$ cat src/remote_tx_pkg.sv
// constants and encodings for the remote transmitter pin ports
//
// Behaviour
// - the key-scan port turns all eight bits around together and leaves reset driving high.
// - key-scan bits get pull-downs as inputs and drive the latch as scan lines as outputs.
// - with its input mode cancelled the first sense pin floats off, and that is its reset state.
// - one control bit turns the pull-downs of both sense inputs on or off together.
// - as an output the shared sense pin is an active-low transmit lamp, low with the carrier, high out of reset.
// - the infrared output is active high and stays low until transmission is ordered.
// - the carrier divides the oscillator by 8, 16, 64, 96, 128 or 192, or holds a steady high.
// - a low reset pin resets the core, and a power-on clear pulls the reset pin low itself.
// - one control bit turns the pull-downs of all four key-return inputs on or off together.
// - bit one of the second port control register selects the key-scan direction.
// - a key-scan read gives the pins as input and the output latch as output.
////////////////////////////////////////////////////////////////////////////////
package remote_tx_pkg;
  localparam int ADDR_W = 8;
  localparam logic [ADDR_W-1:0] OFS_SCAN_DATA = 8'h00;
  localparam logic [ADDR_W-1:0] OFS_PIN_STATE = 8'h04;
  localparam logic [ADDR_W-1:0] OFS_CTRL_B = 8'h08;
  localparam logic [ADDR_W-1:0] OFS_CARRIER = 8'h0C;
  // port_control_reg_b fields
  localparam int CTL_SENSE_A_IN = 0;
  localparam int CTL_SCAN_DIR = 1;
  localparam int CTL_IND_OUT = 2;
  localparam int CTL_SENSE_PD = 4;
  localparam int CTL_RET_PD = 5;
  localparam logic [5:0] CTL_MASK = 6'h37;
  localparam logic [5:0] CTL_RESET = 6'h26;
  localparam logic [7:0] SCAN_RESET = 8'hFF;
  // carrier register fields
  localparam int CAR_TX_EN = 3;
  localparam logic [2:0] SEL_DIV8 = 3'h0;
  localparam logic [2:0] SEL_DIV64 = 3'h1;
  localparam logic [2:0] SEL_DIV96 = 3'h2;
  localparam logic [2:0] SEL_HIGH = 3'h3;
  localparam logic [2:0] SEL_DIV16 = 3'h4;
  localparam logic [2:0] SEL_DIV128 = 3'h5;
  localparam logic [2:0] SEL_DIV192 = 3'h6;
  localparam logic [7:0] DIV8 = 8'h08;
  localparam logic [7:0] DIV16 = 8'h10;
  localparam logic [7:0] DIV64 = 8'h40;
  localparam logic [7:0] DIV96 = 8'h60;
  localparam logic [7:0] DIV128 = 8'h80;
  localparam logic [7:0] DIV192 = 8'hC0;
  // synchroniser vector layout
  localparam int SY_RET = 8;
  localparam int SY_SA = 12;
  localparam int SY_SB = 13;
  localparam int SY_POC = 14;
  localparam int SY_W = 15;
endpackage
$ cat src/remote_tx_pin_ports.sv
// pin-level port logic with apb register access
//
// The implementer's own choices: the address map and the APB interface to the registers.
`timescale 1ns/10ps
module remote_tx_pin_ports
  import remote_tx_pkg::*;
(
  input wire logic REF_CLK,
  input wire logic RST_N,
  input wire logic PSEL,
  input wire logic PENABLE,
  input wire logic PWRITE,
  input wire logic [ADDR_W-1:0] PADDR,
  input wire logic [31:0] PWDATA,
  output logic [31:0] PRDATA,
  output logic PREADY,
  output logic PSLVERR,
  input wire logic [7:0] KEYSCAN_IN,
  output logic [7:0] KEYSCAN_OUT,
  output logic [7:0] KEYSCAN_OE,
  output logic [7:0] KEYSCAN_PD,
  input wire logic [3:0] KEYRET_IN,
  output logic [3:0] KEYRET_PD,
  input wire logic SENSE_A_IN,
  output logic SENSE_A_EN,
  output logic SENSE_A_PD,
  input wire logic SENSE_B_OR_INDICATOR_IN,
  output logic SENSE_B_OR_INDICATOR_OUT,
  output logic SENSE_B_OR_INDICATOR_OE,
  output logic SENSE_B_PD,
  output logic IR_CARRIER_OUT,
  input wire logic POWER_ON_CLEAR,
  output logic RESET_PIN_OUT,
  output logic RESET_PIN_OE,
  output logic CPU_RESET_N
);

  logic [SY_W-1:0] sync_meta;
  logic [SY_W-1:0] sync_pin;
  logic [7:0] scan_latch;
  logic [5:0] ctrl;
  logic [2:0] car_sel;
  logic tx_en;
  logic [7:0] car_cnt;
  logic [7:0] car_div;
  logic car_phase;
  logic next_ir;
  logic setup;
  logic wr;
  logic car_wr;
  logic mapped;
  logic [31:0] next_rdata;

  //////////////////////////////////////////////////////////////////////////////
  // pin synchronisers
  //////////////////////////////////////////////////////////////////////////////

  // two flops for every pin input
  always_ff @(posedge REF_CLK) begin
    if (!RST_N) begin
      sync_meta <= '0;
      sync_pin <= '0;
    end else begin
      sync_meta <= {POWER_ON_CLEAR, SENSE_B_OR_INDICATOR_IN, SENSE_A_IN,
                    KEYRET_IN, KEYSCAN_IN};
      sync_pin <= sync_meta;
    end
  end

  //////////////////////////////////////////////////////////////////////////////
  // apb decode
  //////////////////////////////////////////////////////////////////////////////

  // setup cycle starts a transfer, write lands in access cycle
  assign setup = PSEL && !PENABLE;
  assign wr = PSEL && PENABLE && PWRITE && PREADY;
  assign car_wr = wr && (PADDR == OFS_CARRIER);

  // read mux and address check
  always_comb begin
    next_rdata = '0;
    mapped = 1'b1;
    if (PADDR == OFS_SCAN_DATA) begin
      next_rdata[7:0] = ctrl[CTL_SCAN_DIR] ? scan_latch
                                           : sync_pin[7:0];
    end else if (PADDR == OFS_PIN_STATE) begin
      next_rdata[3:0] = sync_pin[SY_RET+3:SY_RET];
      // sense a reads one while switched off
      next_rdata[4] = ctrl[CTL_SENSE_A_IN] ? sync_pin[SY_SA] : 1'b1;
      next_rdata[5] = sync_pin[SY_SB];
    end else if (PADDR == OFS_CTRL_B) begin
      next_rdata[5:0] = ctrl;
    end else if (PADDR == OFS_CARRIER) begin
      next_rdata[3:0] = {tx_en, car_sel};
    end else begin
      mapped = 1'b0;
    end
  end

  // one wait-free access phase per transfer
  always_ff @(posedge REF_CLK) begin
    if (!RST_N) begin
      PREADY <= 1'b0;
      PSLVERR <= 1'b0;
      PRDATA <= '0;
    end else begin
      PREADY <= setup;
      PSLVERR <= setup && !mapped;
      if (setup && !PWRITE) begin
        PRDATA <= next_rdata;
      end
    end
  end

  //////////////////////////////////////////////////////////////////////////////
  // software registers
  //////////////////////////////////////////////////////////////////////////////

  // key-scan output latch
  always_ff @(posedge REF_CLK) begin
    if (!RST_N) begin
      scan_latch <= SCAN_RESET;
    end else if (wr && PADDR == OFS_SCAN_DATA) begin
      scan_latch <= PWDATA[7:0];
    end
  end

  // port control b, reserved bits stay zero
  always_ff @(posedge REF_CLK) begin
    if (!RST_N) begin
      ctrl <= CTL_RESET;
    end else if (wr && PADDR == OFS_CTRL_B) begin
      ctrl <= PWDATA[5:0] & CTL_MASK;
    end
  end

  // carrier select and transmit enable
  always_ff @(posedge REF_CLK) begin
    if (!RST_N) begin
      car_sel <= SEL_DIV8;
      tx_en <= 1'b0;
    end else if (car_wr) begin
      car_sel <= PWDATA[2:0];
      tx_en <= PWDATA[CAR_TX_EN];
    end
  end

  //////////////////////////////////////////////////////////////////////////////
  // carrier generator
  //////////////////////////////////////////////////////////////////////////////

  // divisor per select code
  always_comb begin
    case (car_sel)
      SEL_DIV16: car_div = DIV16;
      SEL_DIV64: car_div = DIV64;
      SEL_DIV96: car_div = DIV96;
      SEL_DIV128: car_div = DIV128;
      SEL_DIV192: car_div = DIV192;
      default: car_div = DIV8;
    endcase
  end

  // cycle counter, restarted by any carrier write
  always_ff @(posedge REF_CLK) begin
    if (!RST_N) begin
      car_cnt <= '0;
    end else if (car_wr || !tx_en || car_cnt == car_div - 8'h01) begin
      car_cnt <= '0;
    end else begin
      car_cnt <= car_cnt + 8'h01;
    end
  end

  // high for the first half of each period
  assign car_phase = car_cnt < {1'b0, car_div[7:1]};
  assign next_ir = tx_en && ((car_sel[1:0] == SEL_HIGH[1:0])
                             || car_phase);

  // infrared output, active high
  always_ff @(posedge REF_CLK) begin
    if (!RST_N) begin
      IR_CARRIER_OUT <= 1'b0;
    end else begin
      IR_CARRIER_OUT <= next_ir;
    end
  end

  //////////////////////////////////////////////////////////////////////////////
  // pin drivers
  //////////////////////////////////////////////////////////////////////////////

  // key-scan port, all eight bits turn together
  always_ff @(posedge REF_CLK) begin
    if (!RST_N) begin
      KEYSCAN_OUT <= SCAN_RESET;
      KEYSCAN_OE <= 8'hFF;
      KEYSCAN_PD <= 8'h00;
    end else begin
      KEYSCAN_OUT <= scan_latch;
      KEYSCAN_OE <= {8{ctrl[CTL_SCAN_DIR]}};
      KEYSCAN_PD <= {8{!ctrl[CTL_SCAN_DIR]}};
    end
  end

  // key-return pull-downs share one bit
  always_ff @(posedge REF_CLK) begin
    if (!RST_N) begin
      KEYRET_PD <= 4'hF;
    end else begin
      KEYRET_PD <= {4{ctrl[CTL_RET_PD]}};
    end
  end

  // sense a: off mode floats with no pull-down
  always_ff @(posedge REF_CLK) begin
    if (!RST_N) begin
      SENSE_A_EN <= 1'b0;
      SENSE_A_PD <= 1'b0;
    end else begin
      SENSE_A_EN <= ctrl[CTL_SENSE_A_IN];
      SENSE_A_PD <= ctrl[CTL_SENSE_A_IN] && ctrl[CTL_SENSE_PD];
    end
  end

  // shared sense pin: input or active-low transmit lamp
  always_ff @(posedge REF_CLK) begin
    if (!RST_N) begin
      SENSE_B_OR_INDICATOR_OUT <= 1'b1;
      SENSE_B_OR_INDICATOR_OE <= 1'b1;
      SENSE_B_PD <= 1'b0;
    end else begin
      SENSE_B_OR_INDICATOR_OUT <= !tx_en;
      SENSE_B_OR_INDICATOR_OE <= ctrl[CTL_IND_OUT];
      SENSE_B_PD <= !ctrl[CTL_IND_OUT] && ctrl[CTL_SENSE_PD];
    end
  end

  // power-on clear pulls the reset pin low
  always_ff @(posedge REF_CLK) begin
    if (!RST_N) begin
      RESET_PIN_OUT <= 1'b0;
      RESET_PIN_OE <= 1'b0;
      CPU_RESET_N <= 1'b0;
    end else begin
      RESET_PIN_OUT <= 1'b0;
      RESET_PIN_OE <= sync_pin[SY_POC];
      CPU_RESET_N <= !sync_pin[SY_POC];
    end
  end

  //////////////////////////////////////////////////////////////////////////////
  // checks
  //////////////////////////////////////////////////////////////////////////////

  property p_scan_reset;
    @(posedge REF_CLK)
    $rose(RST_N) |-> KEYSCAN_OE == 8'hFF && KEYSCAN_OUT == 8'hFF;
  endproperty
  a_scan_reset: assert property (p_scan_reset)
    else $error("key-scan not high output after reset");

  property p_scan_dir;
    @(posedge REF_CLK) disable iff (!RST_N)
    ctrl[CTL_SCAN_DIR] |=> KEYSCAN_OE == 8'hFF && KEYSCAN_PD == 8'h00
      && KEYSCAN_OUT == $past(scan_latch);
  endproperty
  a_scan_dir: assert property (p_scan_dir)
    else $error("key-scan output mode wrong");

  property p_scan_in;
    @(posedge REF_CLK) disable iff (!RST_N)
    !ctrl[CTL_SCAN_DIR] |=> KEYSCAN_OE == 8'h00 && KEYSCAN_PD == 8'hFF;
  endproperty
  a_scan_in: assert property (p_scan_in)
    else $error("key-scan input mode wrong");

  property p_sense_off;
    @(posedge REF_CLK) disable iff (!RST_N)
    !ctrl[CTL_SENSE_A_IN] |=> !SENSE_A_EN && !SENSE_A_PD;
  endproperty
  a_sense_off: assert property (p_sense_off)
    else $error("sense a not off");

  property p_sense_pd;
    @(posedge REF_CLK) disable iff (!RST_N)
    ctrl[CTL_SENSE_A_IN] && !ctrl[CTL_IND_OUT] |=>
      SENSE_A_PD == SENSE_B_PD;
  endproperty
  a_sense_pd: assert property (p_sense_pd)
    else $error("sense pull-downs differ");
  property p_lamp;
    @(posedge REF_CLK) disable iff (!RST_N)
    ctrl[CTL_IND_OUT] ##1 ctrl[CTL_IND_OUT] |->
      SENSE_B_OR_INDICATOR_OE && (SENSE_B_OR_INDICATOR_OUT == !$past(tx_en));
  endproperty
  a_lamp: assert property (p_lamp)
    else $error("lamp not in step with transmit");
  property p_ir_idle;
    @(posedge REF_CLK) disable iff (!RST_N)
    !tx_en |=> !IR_CARRIER_OUT && SENSE_B_OR_INDICATOR_OUT;
  endproperty
  a_ir_idle: assert property (p_ir_idle)
    else $error("output active while idle");
  property p_ir_high;
    @(posedge REF_CLK) disable iff (!RST_N)
    tx_en && car_sel == SEL_HIGH |=> IR_CARRIER_OUT;
  endproperty
  a_ir_high: assert property (p_ir_high)
    else $error("no-carrier mode not high");

  property p_div8;
    @(posedge REF_CLK) disable iff (!RST_N)
    $rose(IR_CARRIER_OUT) ##0 (tx_en && car_sel == SEL_DIV8 && !car_wr)[*8]
      |=> $rose(IR_CARRIER_OUT);
  endproperty
  a_div8: assert property (p_div8)
    else $error("divide-by-8 period wrong");

  property p_poc;
    @(posedge REF_CLK) disable iff (!RST_N)
    sync_pin[SY_POC] |=> RESET_PIN_OE && !RESET_PIN_OUT && !CPU_RESET_N;
  endproperty
  a_poc: assert property (p_poc)
    else $error("power-on clear not driving reset");

  property p_ret_pd;
    @(posedge REF_CLK) disable iff (!RST_N)
    ##1 1'b1 |-> KEYRET_PD == {4{$past(ctrl[CTL_RET_PD])}};
  endproperty
  a_ret_pd: assert property (p_ret_pd)
    else $error("key-return pull-downs wrong");

  property p_scan_read;
    @(posedge REF_CLK) disable iff (!RST_N)
    setup && !PWRITE && PADDR == OFS_SCAN_DATA && ctrl[CTL_SCAN_DIR]
      |=> PRDATA[7:0] == $past(scan_latch);
  endproperty
  a_scan_read: assert property (p_scan_read)
    else $error("key-scan read not latch");

endmodule

$ cat config.mk
export PLATFORM = sky130hd
export DESIGN_NAME = remote_tx_pin_ports
export DESIGN_NICKNAME = d
export VERILOG_FILES = /design/src/remote_tx_pkg.sv /design/src/remote_tx_pin_ports.sv
export SDC_FILE = /design/constraint.sdc
export NUM_CORES = 1
export LEC_CHECK = 0
export ABC_AREA = 1
export BUFFER_PORTS_ARGS = -buffer_cell sky130_fd_sc_hd__buf_2
export CORE_MARGIN = 5
export CORE_UTILIZATION = 45
export DETAILED_ROUTE_END_ITERATION = 6
export PLACE_DENSITY = 0.74
export SYNTH_ARGS = -nofsm -noshare
export SYNTH_HDL_FRONTEND = slang
export SYNTH_SLANG_ARGS = --single-unit
$ cat constraint.sdc
create_clock -name REF_CLK -period 1.6 [get_ports REF_CLK]
set_clock_uncertainty 0.05 [all_clocks]
set_input_delay 0.08 -clock REF_CLK [delete_from_list [all_inputs] [get_ports REF_CLK]]
set_output_delay 0.08 -clock REF_CLK [all_outputs]
set_load 0.03 [all_outputs]
==> metrics.txt, run 1 <==
result of the run=completed; worst hold path startpoint=PADDR[2]; 1st-pass router iterations=4; overflow left after global routing=0; chip width=around 100 um; Inserted Clock Buffers=9; mean cell area of the mapped netlist=8.12 um2; core area=about 0.008 mm2; required time reported for the critical path endpoint=1.85 ns; residual DRC count=0; global-route wire length before repair=12,100 um; worst-case setup slack after placement=-0.0580 ns; effective utilization at floorplan=45.6%; startpoint of the worst register-to-register path=car_sel[1]; slack of the worst reg-to-reg path=0.11 ns; unrepaired setup endpoints after global routing=false; number of antenna violations at the first check in global routing=0; buffers from clock root to sink, at most=2; clock sink count=84; area grow syn2layout=22.2%; count of buffer and inverter cells on the critical path=2; hold path depth=4; via count of the first global-routing pass=around 2,700; most area-hungry cell type in the Yosys netlist=dfxtp_1; largest fanout of any net on the critical path=4; kind of launch point of the worst setup path=register; worst hold margin=0.0924 ns; synth unique cells=38; post-synthesis cell count=455; DR WL/cell=11.2 um; hold-critical path endpoint=PSLVERR; placer's final routability congestion estimate=just over 0.8; via count=2,905; max_cap viols=0; post-synth top area share=45.5%; time the worst path needs with I/O delays and setup=1.49 ns; Clk Latency, worst-skew pair=0.36 ns; final-stage net count=617; vias per cell=4.39; Crit Path Category=register to register; kind of cell adding the most delay to the critical path=simple AND/OR/NAND/NOR gates; VDD IR-drop max=between 0.0004 and 0.0005 V; vertical die dimension=101 um; fraction of layout instances using a drive strength above 1=around 29%; signal arrival time at the worst endpoint=between 1.5 and 2 ns; Design Power=4.15 mW; placed inst area=0.00400 mm2; number of cell rows=33; number of DRC violations after detailed-routing iteration 0=~130; Critical Path End Type=register; Diodes inserted=0; R2R cell count=11; power per cell area=slightly above 900 mW/mm2; Min-Delay Path Class=primary input to register; number of warning messages in the yosys log=0; number of pins exceeding their max-slew limit in the final report=0; reported leakage power=2.35 nW; half-perimeter wire length after placement=5470 um; slowest stage delay, CP=0.37 ns; Clock Pin Slew Worst Setup and Hold Paths=approximately 0.090 ns; part of the cycle the worst path needs=between 90% and 100%; cell chain of the critical path=inv_2 -> nand2_2 -> nand2_2 -> inv_2 -> o21ai_2 -> ha_4 -> a21oi_2 -> nor2_1 -> nor3_1 -> nand2_1 -> a21oi_1; achievable frequency=0.670 GHz; cell with the biggest individual delay on the critical path=dfxtp_4; final worst-path setup slack=~0.11 ns; I/O pin cnt=around 130; master cell of the clock root buffer=clkbuf_8; buffers added on ports=81; maximum number of pins on one net before global-route repair=32; register area share after synthesis=between 40% and 50%; post-route core utilization=55.8%; top cells by area, synth=dfxtp_1 (46%), nand2_1 (10%), buf_4 (8.7%); Final Hold Fails=0; number of fill cells=approximately 760; Routed WL=7430 um; Total GRT Usage=between 15 and 20%; die footprint=0.0101 mm2; Post-CTS Setup Bufs=0; area of the mapped netlist=0.00369 mm2; CTS tree=yes; post-route antenna net violation count=0; endpoints failing setup=0; endpoint of the worst register-to-register path=IR_CARRIER_OUT; number of register bits inferred by synthesis=between 80 and 90; number of levels the H-tree was split into=3; area of all placed cells without fillers=0.00451 mm2
==> placed cells by master (no fill, tap or decap), types with 2 or more instances in the layout <==
cell type | Yosys | routed
a21oi_1 | 15 | 14
a21oi_2 | 2 | 3
buf_2 | 1 | 81
buf_4 | 43 | 10
bufinv_16 | 0 | 2
clkbuf_8 | 0 | 9
conb_1 | 1 | 25
dfxtp_1 | 84 | 82
dlygate4sd3_1 | 0 | 26
ha_1 | 5 | 4
inv_1 | 65 | 64
inv_2 | 7 | 8
inv_6 | 0 | 3
nand2_1 | 100 | 100
nand2_2 | 8 | 8
nand2_4 | 3 | 3
nand3_1 | 25 | 25
nand3_2 | 2 | 2
nand4_1 | 2 | 2
nor2_1 | 13 | 13
nor2_2 | 13 | 13
nor2_4 | 3 | 3
nor2_8 | 3 | 3
nor3_1 | 2 | 2
o211ai_1 | 14 | 14
o211ai_2 | 2 | 2
o21ai_0 | 11 | 10
o21ai_1 | 5 | 5
or2_2 | 1 | 2
xor2_1 | 5 | 5
==> per-stage QoR <==
| step | std cells | TNS [ns] |
|---|---|---|
| detailed placement | 620 | -0.0580 |
| floorplan | 479 | 0 |
| finish | 662 | 0 |
| global route | 662 | 0 |
| CTS | 662 | 0 |
| global placement | 620 | 0 |
==> final cells by class <==
class / count / area (um2) / share of cell area, %
sequential: 84 / 1690 / 37.4
inverter: 73 / 279 / 6.18
tap: 105 / 131 / 2.91
timing repair buffer: 117 / 741 / 16.4
clock inverter: 7 / 103 / 2.27
clock buffer: 9 / 124 / 2.75
multi-input combinational: 267 / 1450 / 32.1
==> worst reg2reg max path, stage by stage (launching register included) <==
cell	delay [ns]
dfxtp_4	0.37
inv_2	0.08
nand2_2	0.07
nand2_2	0.06
inv_2	0.04
o21ai_2	0.07
ha_4	0.23
a21oi_2	0.11
nor2_1	0.05
nor3_1	0.13
nand2_1	0.07
a21oi_1	0.11
==> worst max-delay path by stage <==
stage                     from  depth (start not counted)  slack, ns              to
finish              car_sel[1]                         11       0.11  IR_CARRIER_OUT
global route        car_sel[0]                          9       0.02  IR_CARRIER_OUT
CTS                 car_sel[1]                         11       0.01  IR_CARRIER_OUT
detailed placement  car_sel[1]                         11      -0.06  IR_CARRIER_OUT
global placement    car_sel[1]                         11       0.04  IR_CARRIER_OUT
floorplan           car_sel[0]                         11       0.04  IR_CARRIER_OUT
==> synthesized netlist by cell type, drive strengths merged <==
cell and n:
a21oi 17, a31o 1, buf 47, clkbuf 8, clkinv 1, conb 1, dfxtp 84, ha 5
inv 72, nand2 111, nand3 27, nand3b 1, nand4 3, nor2 32, nor3 3, nor4 1
o211ai 16, o21ai 16, o21bai 1, or2 2, xnor2 1, xor2 5
==> sequential cells by signal, indices dropped and copies added (netlist names) <==
| signal | flops |
|---|---|
| PSLVERR | 1 |
| scan_latch | 8 |
| IR_CARRIER_OUT | 1 |
| SENSE_B_PD | 1 |
| car_cnt | 8 |
| SENSE_A_PD | 1 |
| RESET_PIN_OE | 1 |
| tx_en | 1 |
| PREADY | 1 |
| ctrl | 5 |
| KEYSCAN_PD | 1 |
| SENSE_B_OR_INDICATOR_OUT | 1 |
| car_sel | 3 |
| SENSE_B_OR_INDICATOR_OE | 1 |
| SENSE_A_EN | 1 |
| sync_meta | 15 |
| KEYSCAN_OE | 1 |
| PRDATA | 8 |
| CPU_RESET_N | 1 |
| sync_pin | 15 |
| KEYRET_PD | 1 |
| KEYSCAN_OUT | 8 |
==> metal layers <==
layer | global-route usage, % | up-vias | routed length (um)
li1 | - | 1528 | -
met1 | 18.5 | 1239 | 3080
met2 | 25.0 | 122 | 3410
met3 | 3.46 | 16 | 729
met4 | 9.22 | 0 | 201
met5 | 0 | - | 0
==> cell families after synthesis <==
logic type                 synth area share [%]
DFF                                        45.5
buffers and inverters                      18.3
adders and majority gates                  1.69
other                                     0.102
and+or+nand+nor                            24.4
xor gates and xnor gates                   1.42
AOI/OAI and AO/OA                          8.64
==> power by group <==
| part | switching [mW] | leakage (nW) | total, mW | internal [mW] |
|---|---|---|---|---|
| clock | 0.798 | 0.117 | 1.70 | 0.903 |
| combinational | 0.204 | 1.55 | 0.310 | 0.106 |
| sequential | 0.0117 | 0.686 | 2.14 | 2.13 |
| total | 1.01 | 2.35 | 4.15 | 3.14 |
==> what timing repair did <==
| item | 4_1_cts | 5_1_grt |
|---|---|---|
| hold buffers | 26 | 0 |
| hold endpoints to repair | 32 | 0 |
| resized for setup | 5 | 4 |
| setup endpoints to repair | 1 | 4 |
| pin swaps | 2 | 1 |
Power figures use the tool's default switching activity.
==> inputs of run 2 (changes only) <==
- ABC_CLOCK_PERIOD_IN_PS: default -> 1440
- CORE_UTILIZATION: 45 -> 50
- PLACE_DENSITY: 0.74 -> 0.78
- clock period: 1.6 -> 1.44 ns (I/O delays scaled with it)
==> run 2 against run 1 <==
The run now ends with negative setup slack left. Worst hold slack lost 0.015 ns. Wire length shrank 0.18%. Via count grew 2.2%. Sequential power grew 11%. Core utilization grew 6.4 points. Critical path type unchanged. Critical endpoint unchanged. Largest power group unchanged.
==> metrics.txt, run 2 (same netlist as run 1, synthesis figures left out) <==
via count of the first global-routing pass=between 2,000 and 3,000; endpoint of the worst register-to-register path=IR_CARRIER_OUT; Crit Path Category=register to register; die footprint=~0.009 mm2; Min-Delay Path Class=primary input to register; area grow syn2layout=21.3%; area of all placed cells without fillers=0.00448 mm2; post-route antenna net violation count=0; vias per cell=4.53; 1st-pass router iterations=4; Diodes inserted=0; buffers added on ports=slightly above 80; DR WL/cell=roughly 11 um; I/O pin cnt=131; most frequent standard cell in the layout excluding fill and tap cells=nand2_1; Clk Latency, worst-skew pair=around 0.36 ns; residual DRC count=0; CTS tree=yes; core area=0.00721 mm2; Inserted Clock Buffers=9; power per cell area=985 mW/mm2; GR Layer Usage met2=approximately 28%; number of levels the H-tree was split into=3; most frequent cells in the layout=nand2_1 (99), dfxtp_1 (82), buf_2 (81); VDD IR-drop max=0.000424 V; R2R cell count=10; via count=2,970; kind of launch point of the worst setup path=register; vertical die dimension=96.0 um; max_cap viols=0; violated checks=negative setup slack; achievable frequency=0.641 GHz; endpoints failing setup=1; crit path launch=car_sel[1]; Critical Path End Type=register; number of fill cells=622; number of pins exceeding their max-slew limit in the final report=0; result of the run=complete, but fails checks; overflow left after global routing=0; number of DRC violations after detailed-routing iteration 0=158; startpoint of the worst register-to-register path=car_sel[1]; Total GRT Usage=16.9%; Routed WL=~7400 um; buffers from clock root to sink, at most=2; required time reported for the critical path endpoint=about 1.7 ns; half-perimeter wire length after placement=5400 um; largest fanout of any net on the critical path=4; master cell of the clock root buffer=clkbuf_8; signal arrival time at the worst endpoint=1.81 ns; Final Hold Fails=0; fraction of layout instances using a drive strength above 1=29.1%; global-route wire length before repair=12,100 um; final-stage net count=617; time the worst path needs with I/O delays and setup=1.56 ns; highest-utilization routing layer at the global route stage=met2; maximum number of pins on one net before global-route repair=32; number of cell rows=31; placed inst area=0.00400 mm2; placer's final routability congestion estimate=0.789; worst hold margin=0.0777 ns; unrepaired setup endpoints after global routing=true; global-route track usage on met3=3.05%; final worst-path setup slack=-0.119 ns; met1 Use GR=20.9%; clock sink count=84; registers with the most flip-flops=sync_meta: 15 flops, sync_pin: 15 flops; Clock Pin Slew Worst Setup and Hold Paths=0.09 ns; slack of the worst reg-to-reg path=-0.12 ns; number of antenna violations at the first check in global routing=0; chip width=around 96 um; crit path capture=IR_CARRIER_OUT; effective utilization at floorplan=51.2%; reported leakage power=2.33 nW; part of the cycle the worst path needs=108%
run 2: worst min-delay path by stage:
stage / from / to / slack, ns / depth (start not counted)
after CTS: PADDR[2] / PSLVERR / 0.04 / 4
after floorplan: KEYSCAN_IN[0] / sync_meta[0] / 0.12 / 2
final: PADDR[2] / PSLVERR / 0.08 / 4
after global routing: PADDR[2] / PSLVERR / 0.07 / 4
after global placement: KEYSCAN_IN[6] / sync_meta[6] / 0.20 / 3
after detailed placement: KEYRET_IN[0] / sync_meta[8] / 0.21 / 3
run 2: where the power goes:
part           internal [mW]  total [mW]  leakage (nW)  switching [mW]
clock network          0.819        1.69        0.0946           0.871
registers               2.37        2.38         0.686          0.0129
logic                  0.116       0.344          1.54           0.228
total                   3.30        4.41          2.33            1.11
run 2: stage by stage:
| stage | TNS (ns) | utilization [%] | power (mW) | instances | worst slack (ns) |
|---|---|---|---|---|---|
| CTS | -0.157 | 61.8 | 4.46 | 656 | -0.157 |
| global route | -0.400 | 62.1 | 4.59 | 656 | -0.203 |
| global placement | -0.0884 | 55.5 | 2.72 | 615 | -0.0884 |
| finish | -0.119 | 62.1 | 4.41 | 656 | -0.119 |
| floorplan | -0.105 | - | 2.69 | 479 | -0.105 |
| detailed placement | -0.189 | 55.5 | 2.72 | 615 | -0.189 |
run 2: final cells by class:
cell class                 instances  area [um2]  share of cell area [%]
tap                               99         124                    2.76
inverter                          73         279                    6.23
timing repair buffer             117         738                    16.5
clock inverter                     6        73.8                    1.65
sequential                        84        1680                    37.6
clock buffer                      10         128                    2.85
multi-input combinational        267        1450                    32.4
run 2: metal layers:
layer,vias up,part of all wire [%]
met3,13,9.8
li1,1529,-
met5,-,0
met4,0,2.1
met2,119,47
met1,1309,41
run 2: timing repair:
action / CTS / global route
setup endpoints to repair: 1 / 9
setup buffers: 0 / 0
hold buffers: 25 / 0
hold endpoints to repair: 35 / 0
pin swaps: 2 / 4
gates resized for setup: 5 / 3
run 2: critical path, cell delays in order, from the launching register on:
cell and delay, ns:
dfxtp_2 0.37, nand2_1 0.09, nand2_2 0.10, inv_2 0.05, o21ai_2 0.09, ha_4 0.24
a21oi_2 0.12, nor2_1 0.05, nor3_1 0.16, nand2_1 0.08, a21oi_2 0.10
